`src/pkg/dgc_pkg.sv`:
```
package dgc_pkg;
  localparam logic [3:0] CMD_OFFSET = 4'h0;
  localparam logic [3:0] QSEL_OFFSET = 4'h4;
  localparam logic [3:0] STATUS_OFFSET = 4'h8;
  localparam logic [3:0] MODE_OFFSET = 4'hc;
  localparam int POS_TRIGGER = 0;
  localparam int POS_MASK = 9;
  localparam int POS_POLL_LO = 10;
  localparam int POS_DONE = 0;
  localparam int POS_FAILED = 1;
  localparam int POS_MODE = 0;
  localparam int NUM_CH = 4;
  localparam int NUM_QSEL = 9;
  localparam logic MASK_RESET = 1'b1;
  localparam logic MODE_RESET = 1'b0;
  localparam logic MODE_HOLD = 1'b0;
endpackage : dgc_pkg

```
`src/core/dgc_command.sv`:
```
// Implementation choices: the placing of the registers and the address-and-strobe port.
`timescale 1ns/1ns
module dgc_command #(
  parameter int NUM_CH = dgc_pkg::NUM_CH,
  parameter int NUM_QSEL = dgc_pkg::NUM_QSEL
) (
  // Clock and reset
  input wire logic sys_clk_i,
  input wire logic rst_b_i,
  // Register port
  input wire logic [3:0] addr_i,
  input wire logic [31:0] wdata_i,
  input wire logic wr_i,
  input wire logic rd_i,
  output logic [31:0] rdata_o,
  // Transmit channels
  input wire logic [NUM_CH-1:0] hold_seen_i,
  output logic [NUM_CH-1:0] fetch_req_o,
  input wire logic [NUM_CH-1:0] fetch_done_i,
  input wire logic [NUM_CH-1:0] fetch_hold_i,
  output logic [NUM_CH-1:0] advance_o,
  // Action request execution
  input wire logic [3:0] ch_cmd_i,
  output logic queue_load_o,
  output logic [NUM_QSEL-1:0] queue_sel_o,
  output logic [3:0] ch_cmd_o,
  input wire logic action_done_i,
  input wire logic action_fail_i,
  output logic request_irq_mask_o
);
  typedef enum logic [1:0] {
    DGC_IDLE = 2'b01,
    DGC_BUSY = 2'b10
  } dgc_ar_state_e;
  typedef struct packed {
    logic [NUM_CH-1:0] tx_poll;
    logic irq_mask;
    logic trigger;
    logic [NUM_QSEL-1:0] qsel;
    logic mode;
    logic done_flag;
    logic fail_flag;
    dgc_ar_state_e ar_st;
    logic load;
    logic [NUM_QSEL-1:0] qsel_out;
    logic [3:0] cmd_out;
    logic [31:0] rdata;
  } dgc_top_s;
  dgc_top_s s_reg, s_next;
  logic rst_b;
  logic [NUM_CH-1:0] ch_halted;
  logic [NUM_CH-1:0] poll_go;
  logic wr_cmd, wr_status;
  logic [1:0] rst_sync_reg;
  logic rd_cmd, rd_status, wr_qsel, wr_mode;
  assign rst_b = rst_sync_reg[1];
  // Decodes are shared by the update logic and the checks so both follow one address map.
  assign wr_cmd = wr_i && (addr_i == dgc_pkg::CMD_OFFSET);
  assign wr_status = wr_i && (addr_i == dgc_pkg::STATUS_OFFSET);
  assign rd_cmd = rd_i && (addr_i == dgc_pkg::CMD_OFFSET);
  assign rd_status = rd_i && (addr_i == dgc_pkg::STATUS_OFFSET);
  assign wr_qsel = wr_i && (addr_i == dgc_pkg::QSEL_OFFSET);
  assign wr_mode = wr_i && (addr_i == dgc_pkg::MODE_OFFSET);
  assign poll_go = s_reg.tx_poll & ch_halted & {NUM_CH{s_reg.mode == dgc_pkg::MODE_HOLD}};
  genvar g;
  generate
    for (g = 0; g < NUM_CH; g++) begin : g_ch
      dgc_tx_channel u_ch (
        .sys_clk_i(sys_clk_i),
        .rst_b_i(rst_b),
        .poll_i(poll_go[g]),
        .hold_seen_i(hold_seen_i[g]),
        .fetch_req_o(fetch_req_o[g]),
        .fetch_done_i(fetch_done_i[g]),
        .fetch_hold_i(fetch_hold_i[g]),
        .halted_o(ch_halted[g]),
        .advance_o(advance_o[g])
      );
    end
  endgenerate
  // Reset release synchroniser runs on the raw reset; all other state uses the synchronised copy.
  always_ff @(posedge sys_clk_i or negedge rst_b_i) begin
    if (!rst_b_i) begin
      rst_sync_reg <= 2'h0;
    end else begin
      rst_sync_reg <= {rst_sync_reg[0], 1'b1};
    end
  end
  always_comb begin
    s_next = s_reg;
    s_next.rdata = 32'h0;
    s_next.load = 1'b0;
    // Poll bits are one-shot: they clear next cycle whether acted on or dropped.
    s_next.tx_poll = '0;
    s_next.trigger = 1'b0;
    if (wr_cmd) begin
      s_next.tx_poll = wdata_i[dgc_pkg::POS_POLL_LO +: NUM_CH];
      s_next.irq_mask = wdata_i[dgc_pkg::POS_MASK];
      s_next.trigger = wdata_i[dgc_pkg::POS_TRIGGER];
    end
    if (wr_qsel) begin
      s_next.qsel = wdata_i[NUM_QSEL-1:0];
    end
    if (wr_mode) begin
      s_next.mode = wdata_i[dgc_pkg::POS_MODE];
    end
    // Write-one-to-clear; a set in the same cycle wins.
    if (wr_status) begin
      if (wdata_i[dgc_pkg::POS_DONE]) s_next.done_flag = 1'b0;
      if (wdata_i[dgc_pkg::POS_FAILED]) s_next.fail_flag = 1'b0;
    end
    case (s_reg.ar_st)
      DGC_IDLE: begin
        if (s_reg.trigger) begin
          s_next.load = 1'b1;
          s_next.qsel_out = s_reg.qsel;
          s_next.cmd_out = ch_cmd_i;
          s_next.ar_st = DGC_BUSY;
        end
      end
      DGC_BUSY: begin
        if (action_done_i || action_fail_i) begin
          // Building on the cleared copy keeps a clear of the other flag; fail wins over done.
          s_next.done_flag = s_next.done_flag | (action_done_i & !action_fail_i);
          s_next.fail_flag = s_next.fail_flag | action_fail_i;
          s_next.ar_st = DGC_IDLE;
        end
      end
      default: s_next.ar_st = DGC_IDLE;
    endcase
    if (rd_i) begin
      case (addr_i)
        dgc_pkg::CMD_OFFSET: begin
          // Self-clearing bits read back as zero; reserved ranges are zero too.
          s_next.rdata[dgc_pkg::POS_MASK] = s_reg.irq_mask;
        end
        dgc_pkg::QSEL_OFFSET: s_next.rdata[NUM_QSEL-1:0] = s_reg.qsel;
        dgc_pkg::STATUS_OFFSET: begin
          s_next.rdata[dgc_pkg::POS_DONE] = s_reg.done_flag;
          s_next.rdata[dgc_pkg::POS_FAILED] = s_reg.fail_flag;
        end
        dgc_pkg::MODE_OFFSET: s_next.rdata[dgc_pkg::POS_MODE] = s_reg.mode;
        default: s_next.rdata = 32'h0;
      endcase
    end
  end
  always_ff @(posedge sys_clk_i or negedge rst_b) begin
    if (!rst_b) begin
      s_reg.tx_poll <= '0;
      s_reg.irq_mask <= dgc_pkg::MASK_RESET;
      s_reg.trigger <= 1'b0;
      s_reg.qsel <= '0;
      s_reg.mode <= dgc_pkg::MODE_RESET;
      s_reg.done_flag <= 1'b0;
      s_reg.fail_flag <= 1'b0;
      s_reg.ar_st <= DGC_IDLE;
      s_reg.load <= 1'b0;
      s_reg.qsel_out <= '0;
      s_reg.cmd_out <= 4'h0;
      s_reg.rdata <= 32'h0;
    end else begin
      s_reg.tx_poll <= s_next.tx_poll;
      s_reg.irq_mask <= s_next.irq_mask;
      s_reg.trigger <= s_next.trigger;
      s_reg.qsel <= s_next.qsel;
      s_reg.mode <= s_next.mode;
      s_reg.done_flag <= s_next.done_flag;
      s_reg.fail_flag <= s_next.fail_flag;
      s_reg.ar_st <= s_next.ar_st;
      s_reg.load <= s_next.load;
      s_reg.qsel_out <= s_next.qsel_out;
      s_reg.cmd_out <= s_next.cmd_out;
      s_reg.rdata <= s_next.rdata;
    end
  end
  assign rdata_o = s_reg.rdata;
  assign queue_load_o = s_reg.load;
  assign queue_sel_o = s_reg.qsel_out;
  assign ch_cmd_o = s_reg.cmd_out;
  assign request_irq_mask_o = s_reg.irq_mask;
  a_poll_selfclr: assert property (@(posedge sys_clk_i) disable iff (!rst_b)
    (wr_cmd ##1 !wr_cmd) |=> (s_reg.tx_poll == '0)) else $error("poll bits did not self clear");
  a_poll_mode: assert property (@(posedge sys_clk_i) disable iff (!rst_b)
    (s_reg.mode != dgc_pkg::MODE_HOLD) |-> (poll_go == '0)) else $error("poll honoured outside hold mode");
  a_cmd_reserved: assert property (@(posedge sys_clk_i) disable iff (!rst_b)
    (rd_i && addr_i == dgc_pkg::CMD_OFFSET) |=> (rdata_o[31:10] == 22'h0 && rdata_o[8:0] == 9'h0))
    else $error("reserved command bits read nonzero");
  a_mask_write: assert property (@(posedge sys_clk_i) disable iff (!rst_b)
    wr_cmd |=> (request_irq_mask_o == $past(wdata_i[dgc_pkg::POS_MASK]))) else $error("mask not stored");
  a_trigger_load: assert property (@(posedge sys_clk_i) disable iff (!rst_b)
    (wr_cmd && wdata_i[dgc_pkg::POS_TRIGGER] && s_reg.ar_st == DGC_IDLE) |=> ##1 queue_load_o)
    else $error("action request did not start");
  a_no_trigger: assert property (@(posedge sys_clk_i) disable iff (!rst_b)
    queue_load_o |-> $past(s_reg.trigger)) else $error("queue load without trigger");
  a_done_flag: assert property (@(posedge sys_clk_i) disable iff (!rst_b)
    (s_reg.ar_st == DGC_BUSY && action_done_i && !action_fail_i) |=> s_reg.done_flag)
    else $error("done flag not set");
  a_fail_flag: assert property (@(posedge sys_clk_i) disable iff (!rst_b)
    (s_reg.ar_st == DGC_BUSY && action_fail_i) |=> s_reg.fail_flag) else $error("failed flag not set");

  a_rdata_idle: assert property (@(posedge sys_clk_i) disable iff (!rst_b)
    !rd_i
    |=> (rdata_o == 32'h0))
    else $error("read data not zero outside a read");
  a_poll_write: assert property (@(posedge sys_clk_i) disable iff (!rst_b)
    wr_cmd
    |=> (s_reg.tx_poll == $past(wdata_i[dgc_pkg::POS_POLL_LO +: NUM_CH])))
    else $error("poll bits not taken from the write");
  a_mode_write: assert property (@(posedge sys_clk_i) disable iff (!rst_b)
    wr_mode
    |=> (s_reg.mode == $past(wdata_i[dgc_pkg::POS_MODE])))
    else $error("control mode not stored");
  a_trigger_selfclr: assert property (@(posedge sys_clk_i) disable iff (!rst_b)
    (s_reg.trigger && !wr_cmd)
    |=> !s_reg.trigger)
    else $error("trigger did not self clear");
  a_trigger_zero: assert property (@(posedge sys_clk_i) disable iff (!rst_b)
    (wr_cmd && !wdata_i[dgc_pkg::POS_TRIGGER])
    |=> !s_reg.trigger)
    else $error("zero written to trigger started a request");
  a_load_pulse: assert property (@(posedge sys_clk_i) disable iff (!rst_b)
    queue_load_o
    |=> !queue_load_o)
    else $error("queue load longer than one cycle");
  a_busy_drop: assert property (@(posedge sys_clk_i) disable iff (!rst_b)
    (s_reg.ar_st == DGC_BUSY)
    |=> !queue_load_o)
    else $error("request started while busy");
  a_load_busy: assert property (@(posedge sys_clk_i) disable iff (!rst_b)
    queue_load_o
    |-> (s_reg.ar_st == DGC_BUSY))
    else $error("queue load without busy state");
  a_load_cmd: assert property (@(posedge sys_clk_i) disable iff (!rst_b)
    queue_load_o
    |-> (ch_cmd_o == $past(ch_cmd_i)))
    else $error("channel command snapshot wrong");
  a_sel_held: assert property (@(posedge sys_clk_i) disable iff (!rst_b)
    !queue_load_o
    |-> ($stable(queue_sel_o) && $stable(ch_cmd_o)))
    else $error("queue or command outputs moved without a request");
  a_load_qsel: assert property (@(posedge sys_clk_i) disable iff (!rst_b)
    queue_load_o
    |-> (queue_sel_o == $past(s_reg.qsel)))
    else $error("queue select snapshot wrong");
  a_qsel_write: assert property (@(posedge sys_clk_i) disable iff (!rst_b)
    wr_qsel
    |=> (s_reg.qsel == $past(wdata_i[NUM_QSEL-1:0])))
    else $error("queue select not stored");
  a_mask_held: assert property (@(posedge sys_clk_i) disable iff (!rst_b)
    !wr_cmd
    |=> $stable(request_irq_mask_o))
    else $error("mask changed without a write");
  a_mask_read: assert property (@(posedge sys_clk_i) disable iff (!rst_b)
    rd_cmd
    |=> (rdata_o[dgc_pkg::POS_MASK] == $past(s_reg.irq_mask)))
    else $error("mask read back wrong");
  a_done_clear: assert property (@(posedge sys_clk_i) disable iff (!rst_b)
    (wr_status && wdata_i[dgc_pkg::POS_DONE] && !(s_reg.ar_st == DGC_BUSY && action_done_i && !action_fail_i))
    |=> !s_reg.done_flag)
    else $error("done flag not cleared");
  a_fail_clear: assert property (@(posedge sys_clk_i) disable iff (!rst_b)
    (wr_status && wdata_i[dgc_pkg::POS_FAILED] && !(s_reg.ar_st == DGC_BUSY && action_fail_i))
    |=> !s_reg.fail_flag)
    else $error("failed flag not cleared");
  a_flag_excl: assert property (@(posedge sys_clk_i) disable iff (!rst_b)
    (s_reg.ar_st == DGC_BUSY && action_fail_i && !s_reg.done_flag)
    |=> !s_reg.done_flag)
    else $error("done flag set on a failed request");
  a_status_read: assert property (@(posedge sys_clk_i) disable iff (!rst_b)
    rd_status
    |=> (rdata_o[dgc_pkg::POS_DONE] == $past(s_reg.done_flag) &&
      rdata_o[dgc_pkg::POS_FAILED] == $past(s_reg.fail_flag)))
    else $error("status flags read back wrong");
  a_busy_hold: assert property (@(posedge sys_clk_i) disable iff (!rst_b)
    (s_reg.ar_st == DGC_BUSY && !action_done_i && !action_fail_i)
    |=> (s_reg.ar_st == DGC_BUSY))
    else $error("request ended without a result");

  // Per-channel checks rebuild the poll gate from tx_poll, halted and mode and watch fetch_req_o, so a broken poll_go gate shows here.
  generate
    for (g = 0; g < NUM_CH; g++) begin : g_chk
      a_poll_honoured: assert property (@(posedge sys_clk_i) disable iff (!rst_b)
        (s_reg.tx_poll[g] && ch_halted[g] && s_reg.mode == dgc_pkg::MODE_HOLD)
        |=> fetch_req_o[g])
        else $error("poll on halted channel not honoured");
      a_poll_blocked: assert property (@(posedge sys_clk_i) disable iff (!rst_b)
        (s_reg.tx_poll[g] && ch_halted[g] && s_reg.mode != dgc_pkg::MODE_HOLD)
        |=> !fetch_req_o[g])
        else $error("poll acted outside hold mode");
      a_poll_dropped: assert property (@(posedge sys_clk_i) disable iff (!rst_b)
        (s_reg.tx_poll[g] && !ch_halted[g] && !fetch_req_o[g])
        |=> !fetch_req_o[g])
        else $error("poll on running channel started a fetch");
    end
  endgenerate
endmodule : dgc_command

```
`src/core/dgc_tx_channel.sv`:
```
`timescale 1ns/1ns
// Transmit channel poll sequencer for one channel.
module dgc_tx_channel (
  // Clock and reset
  input wire logic sys_clk_i,
  input wire logic rst_b_i,
  // Control
  input wire logic poll_i,
  input wire logic hold_seen_i,
  // Descriptor fetch
  output logic fetch_req_o,
  input wire logic fetch_done_i,
  input wire logic fetch_hold_i,
  // Status
  output logic halted_o,
  output logic advance_o
);
  typedef enum logic [2:0] {
    DGC_RUN = 3'b001,
    DGC_HALT = 3'b010,
    DGC_FETCH = 3'b100
  } dgc_ch_state_e;
  typedef struct packed {
    dgc_ch_state_e st;
    logic adv;
  } dgc_ch_s;
  dgc_ch_s s_reg, s_next;
  always_comb begin
    s_next = s_reg;
    s_next.adv = 1'b0;
    case (s_reg.st)
      DGC_RUN: begin
        if (hold_seen_i) begin
          s_next.st = DGC_HALT;
        end
      end
      DGC_HALT: begin
        if (poll_i) begin
          s_next.st = DGC_FETCH;
        end
      end
      DGC_FETCH: begin
        if (fetch_done_i) begin
          s_next.st = fetch_hold_i ? DGC_HALT : DGC_RUN;
          s_next.adv = !fetch_hold_i;
        end
      end
      default: s_next.st = DGC_RUN;
    endcase
  end
  always_ff @(posedge sys_clk_i or negedge rst_b_i) begin
    if (!rst_b_i) begin
      s_reg <= '{st: DGC_RUN, adv: 1'b0};
    end else begin
      s_reg <= s_next;
    end
  end
  assign fetch_req_o = (s_reg.st == DGC_FETCH);
  assign halted_o = (s_reg.st == DGC_HALT);
  assign advance_o = s_reg.adv;
  a_poll_fetch: assert property (@(posedge sys_clk_i) disable iff (!rst_b_i)
    (halted_o && poll_i) |=> fetch_req_o) else $error("poll on halted channel did not fetch");
  a_poll_ignored: assert property (@(posedge sys_clk_i) disable iff (!rst_b_i)
    (s_reg.st == DGC_RUN && !hold_seen_i) |=> !fetch_req_o) else $error("poll acted while running");
endmodule : dgc_tx_channel

```
`config.mk`:
```
export PLATFORM = sky130hd
export DESIGN_NAME = dgc_command
export DESIGN_NICKNAME = d
export VERILOG_FILES = /design/src/pkg/dgc_pkg.sv /design/src/core/dgc_command.sv /design/src/core/dgc_tx_channel.sv
export SDC_FILE = /design/constraint.sdc
export NUM_CORES = 1
export LEC_CHECK = 0
export ABC_CLOCK_PERIOD_IN_PS = 1700
export BUFFER_PORTS_ARGS = -buffer_cell sky130_fd_sc_hd__buf_4
export CORE_UTILIZATION = 29
export CTS_BUF_LIST = sky130_fd_sc_hd__clkbuf_8
export CTS_CLUSTER_DIAMETER = 120
export DETAILED_ROUTE_END_ITERATION = 8
export GPL_TIMING_DRIVEN = 0
export MAX_ROUTING_LAYER = met4
export PLACE_DENSITY_LB_ADDON = 0.25
export RECOVER_POWER = 50
export SLEW_MARGIN = 20
export SYNTH_ARGS = -nofsm -noshare
export SYNTH_HDL_FRONTEND = slang
export SYNTH_SLANG_ARGS = --single-unit
```
`constraint.sdc`:
```
create_clock -name sys_clk_i -period 1.7 [get_ports sys_clk_i]
set_input_delay 0.34 -clock sys_clk_i [delete_from_list [all_inputs] [get_ports sys_clk_i]]
set_output_delay 0.34 -clock sys_clk_i [all_outputs]
set_load 0.02 [all_outputs]
```
### Yosys cells after proc, flatten, opt, wreduce, memory -nomap -nowiden

Cells that the tools add are included.

| storage, ports and cells | value |
|---|---|
| bits in registers | 84 |
| latch bits | 0 |
| memory bits (writable) | 0 |
| ROM bits | 0 |
| input port bits | 58 |
| output and inout bits | 55 |
| logic and storage cells | 113 |
| memories kept | 0 |

| cells by class | value |
|---|---|
| add/subtract/negate cells | 0 |
| multiply operators | 0 |
| div/mod/pow operators | 0 |
| magnitude comparators | 0 |
| equality and inequality tests | 31 |
| shift operators | 0 |
| muxes and demuxes | 38 |
| bitwise operators | 6 |
| reduce and logical (&&, ||, !) cells | 17 |

Operators by type and width:

| cell | number |
|---|---|
| one-hot mux 3 bit (3 select lines) | 4 |
| != test 2 bit (second input constant) | 14 |
| two-way mux 3 bit | 8 |
| two-way mux 4 bit | 5 |
| two-way mux 16 bit | 1 |
| two-way mux 14 bit | 1 |
| == test 3 x 1 -> 1 bit (second input constant) | 4 |
| == test 3 x 2 -> 1 bit (second input constant) | 4 |
| == test 3 bit (second input constant) | 4 |
| two-way mux 2 bit | 6 |
| AND reduction 3 bit | 4 |
| two-way mux 10 bit | 1 |
| bitwise AND 4 bit | 2 |
| == test 4 bit (second input constant) | 2 |
| two-way mux 1 bit | 7 |
| two-way mux 7 bit | 1 |
| two-way mux 6 bit | 1 |
| logical NOT 1 bit | 5 |
| == test 4 x 3 -> 1 bit (second input constant) | 1 |
| logical AND 1 bit | 4 |
| logical NOT 4 bit | 1 |
| one-hot mux 2 bit (2 select lines) | 1 |
| AND reduction 2 bit | 2 |
| one-hot mux 1 bit (3 select lines) | 1 |
| other kinds (7) | 8 |

### Logic depth before layout (Yosys ltp)

| logic depth | value |
|---|---|
| word-level depth | 6 |
| gate-level depth with buffers | 3 |
| mapped depth without buffers | 3 |

### Hierarchy

From an unflattened synthesis, not the netlist that was laid out.

| unflattened totals | value |
|---|---|
| cell total of the unflattened synthesis | 231 |
| area total of the unflattened synthesis | 2,922.8 um2 |

By module, submodules not included:

| module | instances | cells each | area an instance (um2) | sequential area each (um2) |
|---|---|---|---|---|
| dgc_command | 1 | 171 | 2,147.1 | 1,153.6 |
| dgc_tx_channel | 4 | 15 | 193.9 | 101.3 |

### Worst setup path after synthesis

No wires, ideal clock.

| timing path | value |
|---|---|
| path type | reg2out |
| start | register g_ch[1].u_ch.s_reg[2] (netlist name) |
| end | output fetch_req_o[1] |
| data arrival time | 0.911 ns |
| required time | 1.360 ns |
| path slack | 0.449 ns |
| cell stages (with the launch flop) | 3 |
| buffers on the path | 1 |
| path through | dfrtp_1 > nor3b_1 > buf_4 |

| on the way | value |
|---|---|
| cells in the longest elaborated chain, start to end | 1 |

RTL lines:

| element | line | source |
|---|---|---|
| from (decl) | dgc_tx_channel.sv:27 | `dgc_ch_s s_reg, s_next;` |
| from (signal assigned) | dgc_tx_channel.sv:53 | `s_reg <= '{st: DGC_RUN, adv: 1'b0};` |
| from (signal assigned) | dgc_tx_channel.sv:55 | `s_reg <= s_next;` |
| == test 3 bit | dgc_tx_channel.sv:58 | `assign fetch_req_o = (s_reg.st == DGC_FETCH);` |
| to (decl) | dgc_command.sv:18 | `output logic [NUM_CH-1:0] fetch_req_o,` |

No other way between the ends.

### Final worst setup path

Ends and elaborated chain as after synthesis.

==> results.sh <==
export IMPL_grt_pass1_wl_um=8890
export IMPL_power_total_mw=4.51
export IMPL_ys_types=34
export IMPL_r2r_cells=3
export IMPL_leakagePower_nw=2.02
export IMPL_place_ws_ns=0.162
export IMPL_period_minus_slack_ns=1.65
export IMPL_hold_viol=0
export IMPL_period_share_pct=96.9
export IMPL_rsz0062_at_grt="true"
export IMPL_final_instance_count_excl_fill=488
export IMPL_grt_pass1_vias=1921
export IMPL_cts_buffers=9
export IMPL_fp_dieW_um=102
export IMPL_syn_area_per_cell_um2=11.8
export IMPL_hold_class="in -> reg"
export IMPL_diodes=0
export IMPL_critPathMaxFanout=6
export IMPL_core_um2=9730
export IMPL_routed_wl_um=5550
export IMPL_clock_skew_final_ns=0.0107
export IMPL_row_count=36
export IMPL_grt_total_usage_pct=12.2
export IMPL_met1_usage_pct=14.0
export IMPL_nets=408
export IMPL_cellPowerDensity_nw_per_um2=1130
export IMPL_async_flop_share_pct=100
export IMPL_intPower_mw=3.30
export IMPL_required_ns=1.36
export IMPL_dr_first_iter_drc_count=52
export IMPL_ys_ff_latch=62
export IMPL_fmax_mhz=607
export IMPL_start_kind="register"
export IMPL_swShare_pct=26.8
export IMPL_r2r_start="s_reg[47]$_DFFE_PN0P_"
export IMPL_pwr_share_comb_pct=18.8
export IMPL_first_pass_iters=3
export IMPL_cp_end_kind="output pin"
export IMPL_synth_edf_count=0
export IMPL_yosysTopAreaCell="dfrtp_1"
export IMPL_synth_flop_cell="dfrtp_1"
export IMPL_regArea_um2=1570
export IMPL_gr_total_overflow=0
export IMPL_ys_seq_area_share_pct=53.9
export IMPL_critical_path_arrival_ns=1.31
export IMPL_cts_clk_slew_worst_paths_ns=0.07
export IMPL_via_per_inst=4.01
export IMPL_start_util_pct=29.7
export IMPL_ioPinCount=113
export IMPL_largest_reg_flops=19
export IMPL_io_buffers=72
export IMPL_dp_hpwl_um=3970
export IMPL_hold_depth=2
export IMPL_clock_sinks=62
export IMPL_num_vias=1959
export IMPL_ir_worst_vdd_mv=0.544
export IMPL_setup_viol=0
export IMPL_cts_root_buf="clkbuf_8"
export IMPL_busiest_layer="met2"
export IMPL_synth_top_area_share_pct=48.4
export IMPL_multi_input_area_um2=1030
export IMPL_synth_area_top_cells="dfrtp_1 48%, buf_4 14%, mux2_2 9.7%"
export IMPL_p_seq_share_pct=44.9
export IMPL_min_from="fetch_hold_i[2]"
export IMPL_r2r_slack_ns=0.36
export IMPL_slew_headroom_pct=47.9
export IMPL_die_area_um2=10400
export IMPL_fillers=981
export IMPL_antenna_found_initial=0
export IMPL_cap_violations=0
export IMPL_htreeDepth=3
export IMPL_clockPowerShare_pct=36.3
export IMPL_routabilityCongestion=0.772
export IMPL_ys_warn_count=0
export IMPL_ant_nets=0
export IMPL_critPathKind="reg -> out"
export IMPL_cts_tree="built"
export IMPL_final_cell_mix="124 x buf_4, 52 x dfrtp_1, 25 x mux2_2, 23 x conb_1, 13 x nor2_1"
export IMPL_place_inst=471
export IMPL_use_met2_pct=19.0
export IMPL_routedWlPerCell_um=11.4
export IMPL_netlist_instances=245
export IMPL_finalSetupTns_ns=0
export IMPL_maxSlewViolCount=0
export IMPL_worstSkewPairLatency_ns=0.34
export IMPL_drc=0
export IMPL_switchingPower_mw=1.21
export IMPL_outcome="complete, no violations"
export IMPL_syn_to_final_growth_pct=37.9
export IMPL_use_met3_pct=4.92
export IMPL_die_h_um=102
export IMPL_grt_start_max_net_pins=61
export IMPL_holdWs_ns=0.150
export IMPL_cts_buffer_depth=2
export IMPL_drive_gt1_share_pct=52.1
export IMPL_worstMarginPinSlew_ns=0.782
export IMPL_hold_path_endpoint="g_ch[2].u_ch.advance_o$_DFF_PN0_"
export IMPL_final_common_cell="buf_4"
export IMPL_fin_ws_ns=0.0520
export IMPL_netlist_area_um2=2890
export IMPL_reg2reg_to="queue_sel_o[6]$_DFFE_PN0P_"
## worst max path at each step
stage | from | to | slack, ns
after floorplan | g_ch[1].u_ch.s_reg[2]$_DFFE_PN0P_ | fetch_req_o[1] | 0.45
after global routing | g_ch[1].u_ch.s_reg[2]$_DFFE_PN0P_ | fetch_req_o[1] | -0.02
after global placement | addr_i[1] | request_irq_mask_o$_DFFE_PN1P_ | 0.16
after CTS | g_ch[1].u_ch.s_reg[2]$_DFFE_PN0P_ | fetch_req_o[1] | 0.01
after detailed placement | addr_i[1] | request_irq_mask_o$_DFFE_PN1P_ | 0.16
final | g_ch[1].u_ch.s_reg[2]$_DFFE_PN0P_ | fetch_req_o[1] | 0.05
## metrics by stage
step	cell area (µm²)	utilization [%]
finish	3990	41.0
global route	3990	41.0
CTS	3960	40.7
detailed placement	3680	37.8
global placement	3680	37.8
floorplan	2970	-
## critical path: stages, from the launching register on
cell and delay (ns):
dfrtp_2 0.46, nor3b_4 0.24, buf_4 0.15, buf_4 0.12
## cell type report
| class | instances | area share, % |
|---|---|---|
| clock buffer | 11 | 3.79 |
| sequential | 62 | 39.3 |
| inverter | 6 | 0.564 |
| buffer | 54 | 10.1 |
| timing repair buffer | 73 | 13.7 |
| clock inverter | 5 | 2.63 |
| multi-input combinational | 144 | 25.8 |
| tap | 133 | 4.17 |
## power by group through the flow
| stage | clock network, mW | logic [mW] | registers (mW) |
|---|---|---|---|
| 2_1_floorplan | 0 | 0.603 | 1.94 |
| 3_3_place_gp | 0 | 0.827 | 2.00 |
| 3_5_place_dp | 0 | 0.843 | 2.01 |
| 4_1_cts | 1.68 | 0.846 | 2.00 |
| 5_1_grt | 1.77 | 0.932 | 2.07 |
| 6_report | 1.64 | 0.845 | 2.02 |
## logic make-up (layout without fill, tap and decap cells)
family	Yosys count	count (layout)	share of synthesized area, %
buffers and inverters	60	149	14.7
and+or+nand+nor	69	69	15.3
DFF	62	62	53.9
other	2	23	0.260
AOI/OAI and AO/OA	27	27	6.14
muxes	25	25	9.73
## what timing repair did
action / 4_1_cts / 5_1_grt
hold buffers: 1 / 0
endpoints found under the setup margin: 3 / 4
pin swaps: 0 / 1
hold endpoints to repair: 2 / 0
resized for setup: 3 / 7
buffers inserted: 0 / 0
## routing by layer
metal	vias up	share of wire, %
li1	966	-
met1	919	44
met2	67	47
met3	7	7.3
met4	0	1.4
met5	-	0
## cells in the mapped netlist (2+ instances only)
cell / count
a21oi_1: 6
a22oi_1: 2
a2bb2oi_1: 2
a31oi_1: 3
a32o_1: 2
and2_1: 12
and3_1: 2
and3b_1: 4
buf_4: 53
conb_1: 2
dfrtp_1: 56
dfstp_2: 6
inv_1: 6
mux2_2: 25
nand2_1: 4
nand2b_1: 9
nand3_1: 3
nand3b_1: 4
nor2_1: 13
nor2b_1: 5
nor3_1: 2
nor3b_1: 5
o21a_1: 2
o21ai_0: 7
No activity file was read; power rests on OpenSTA's default activity.
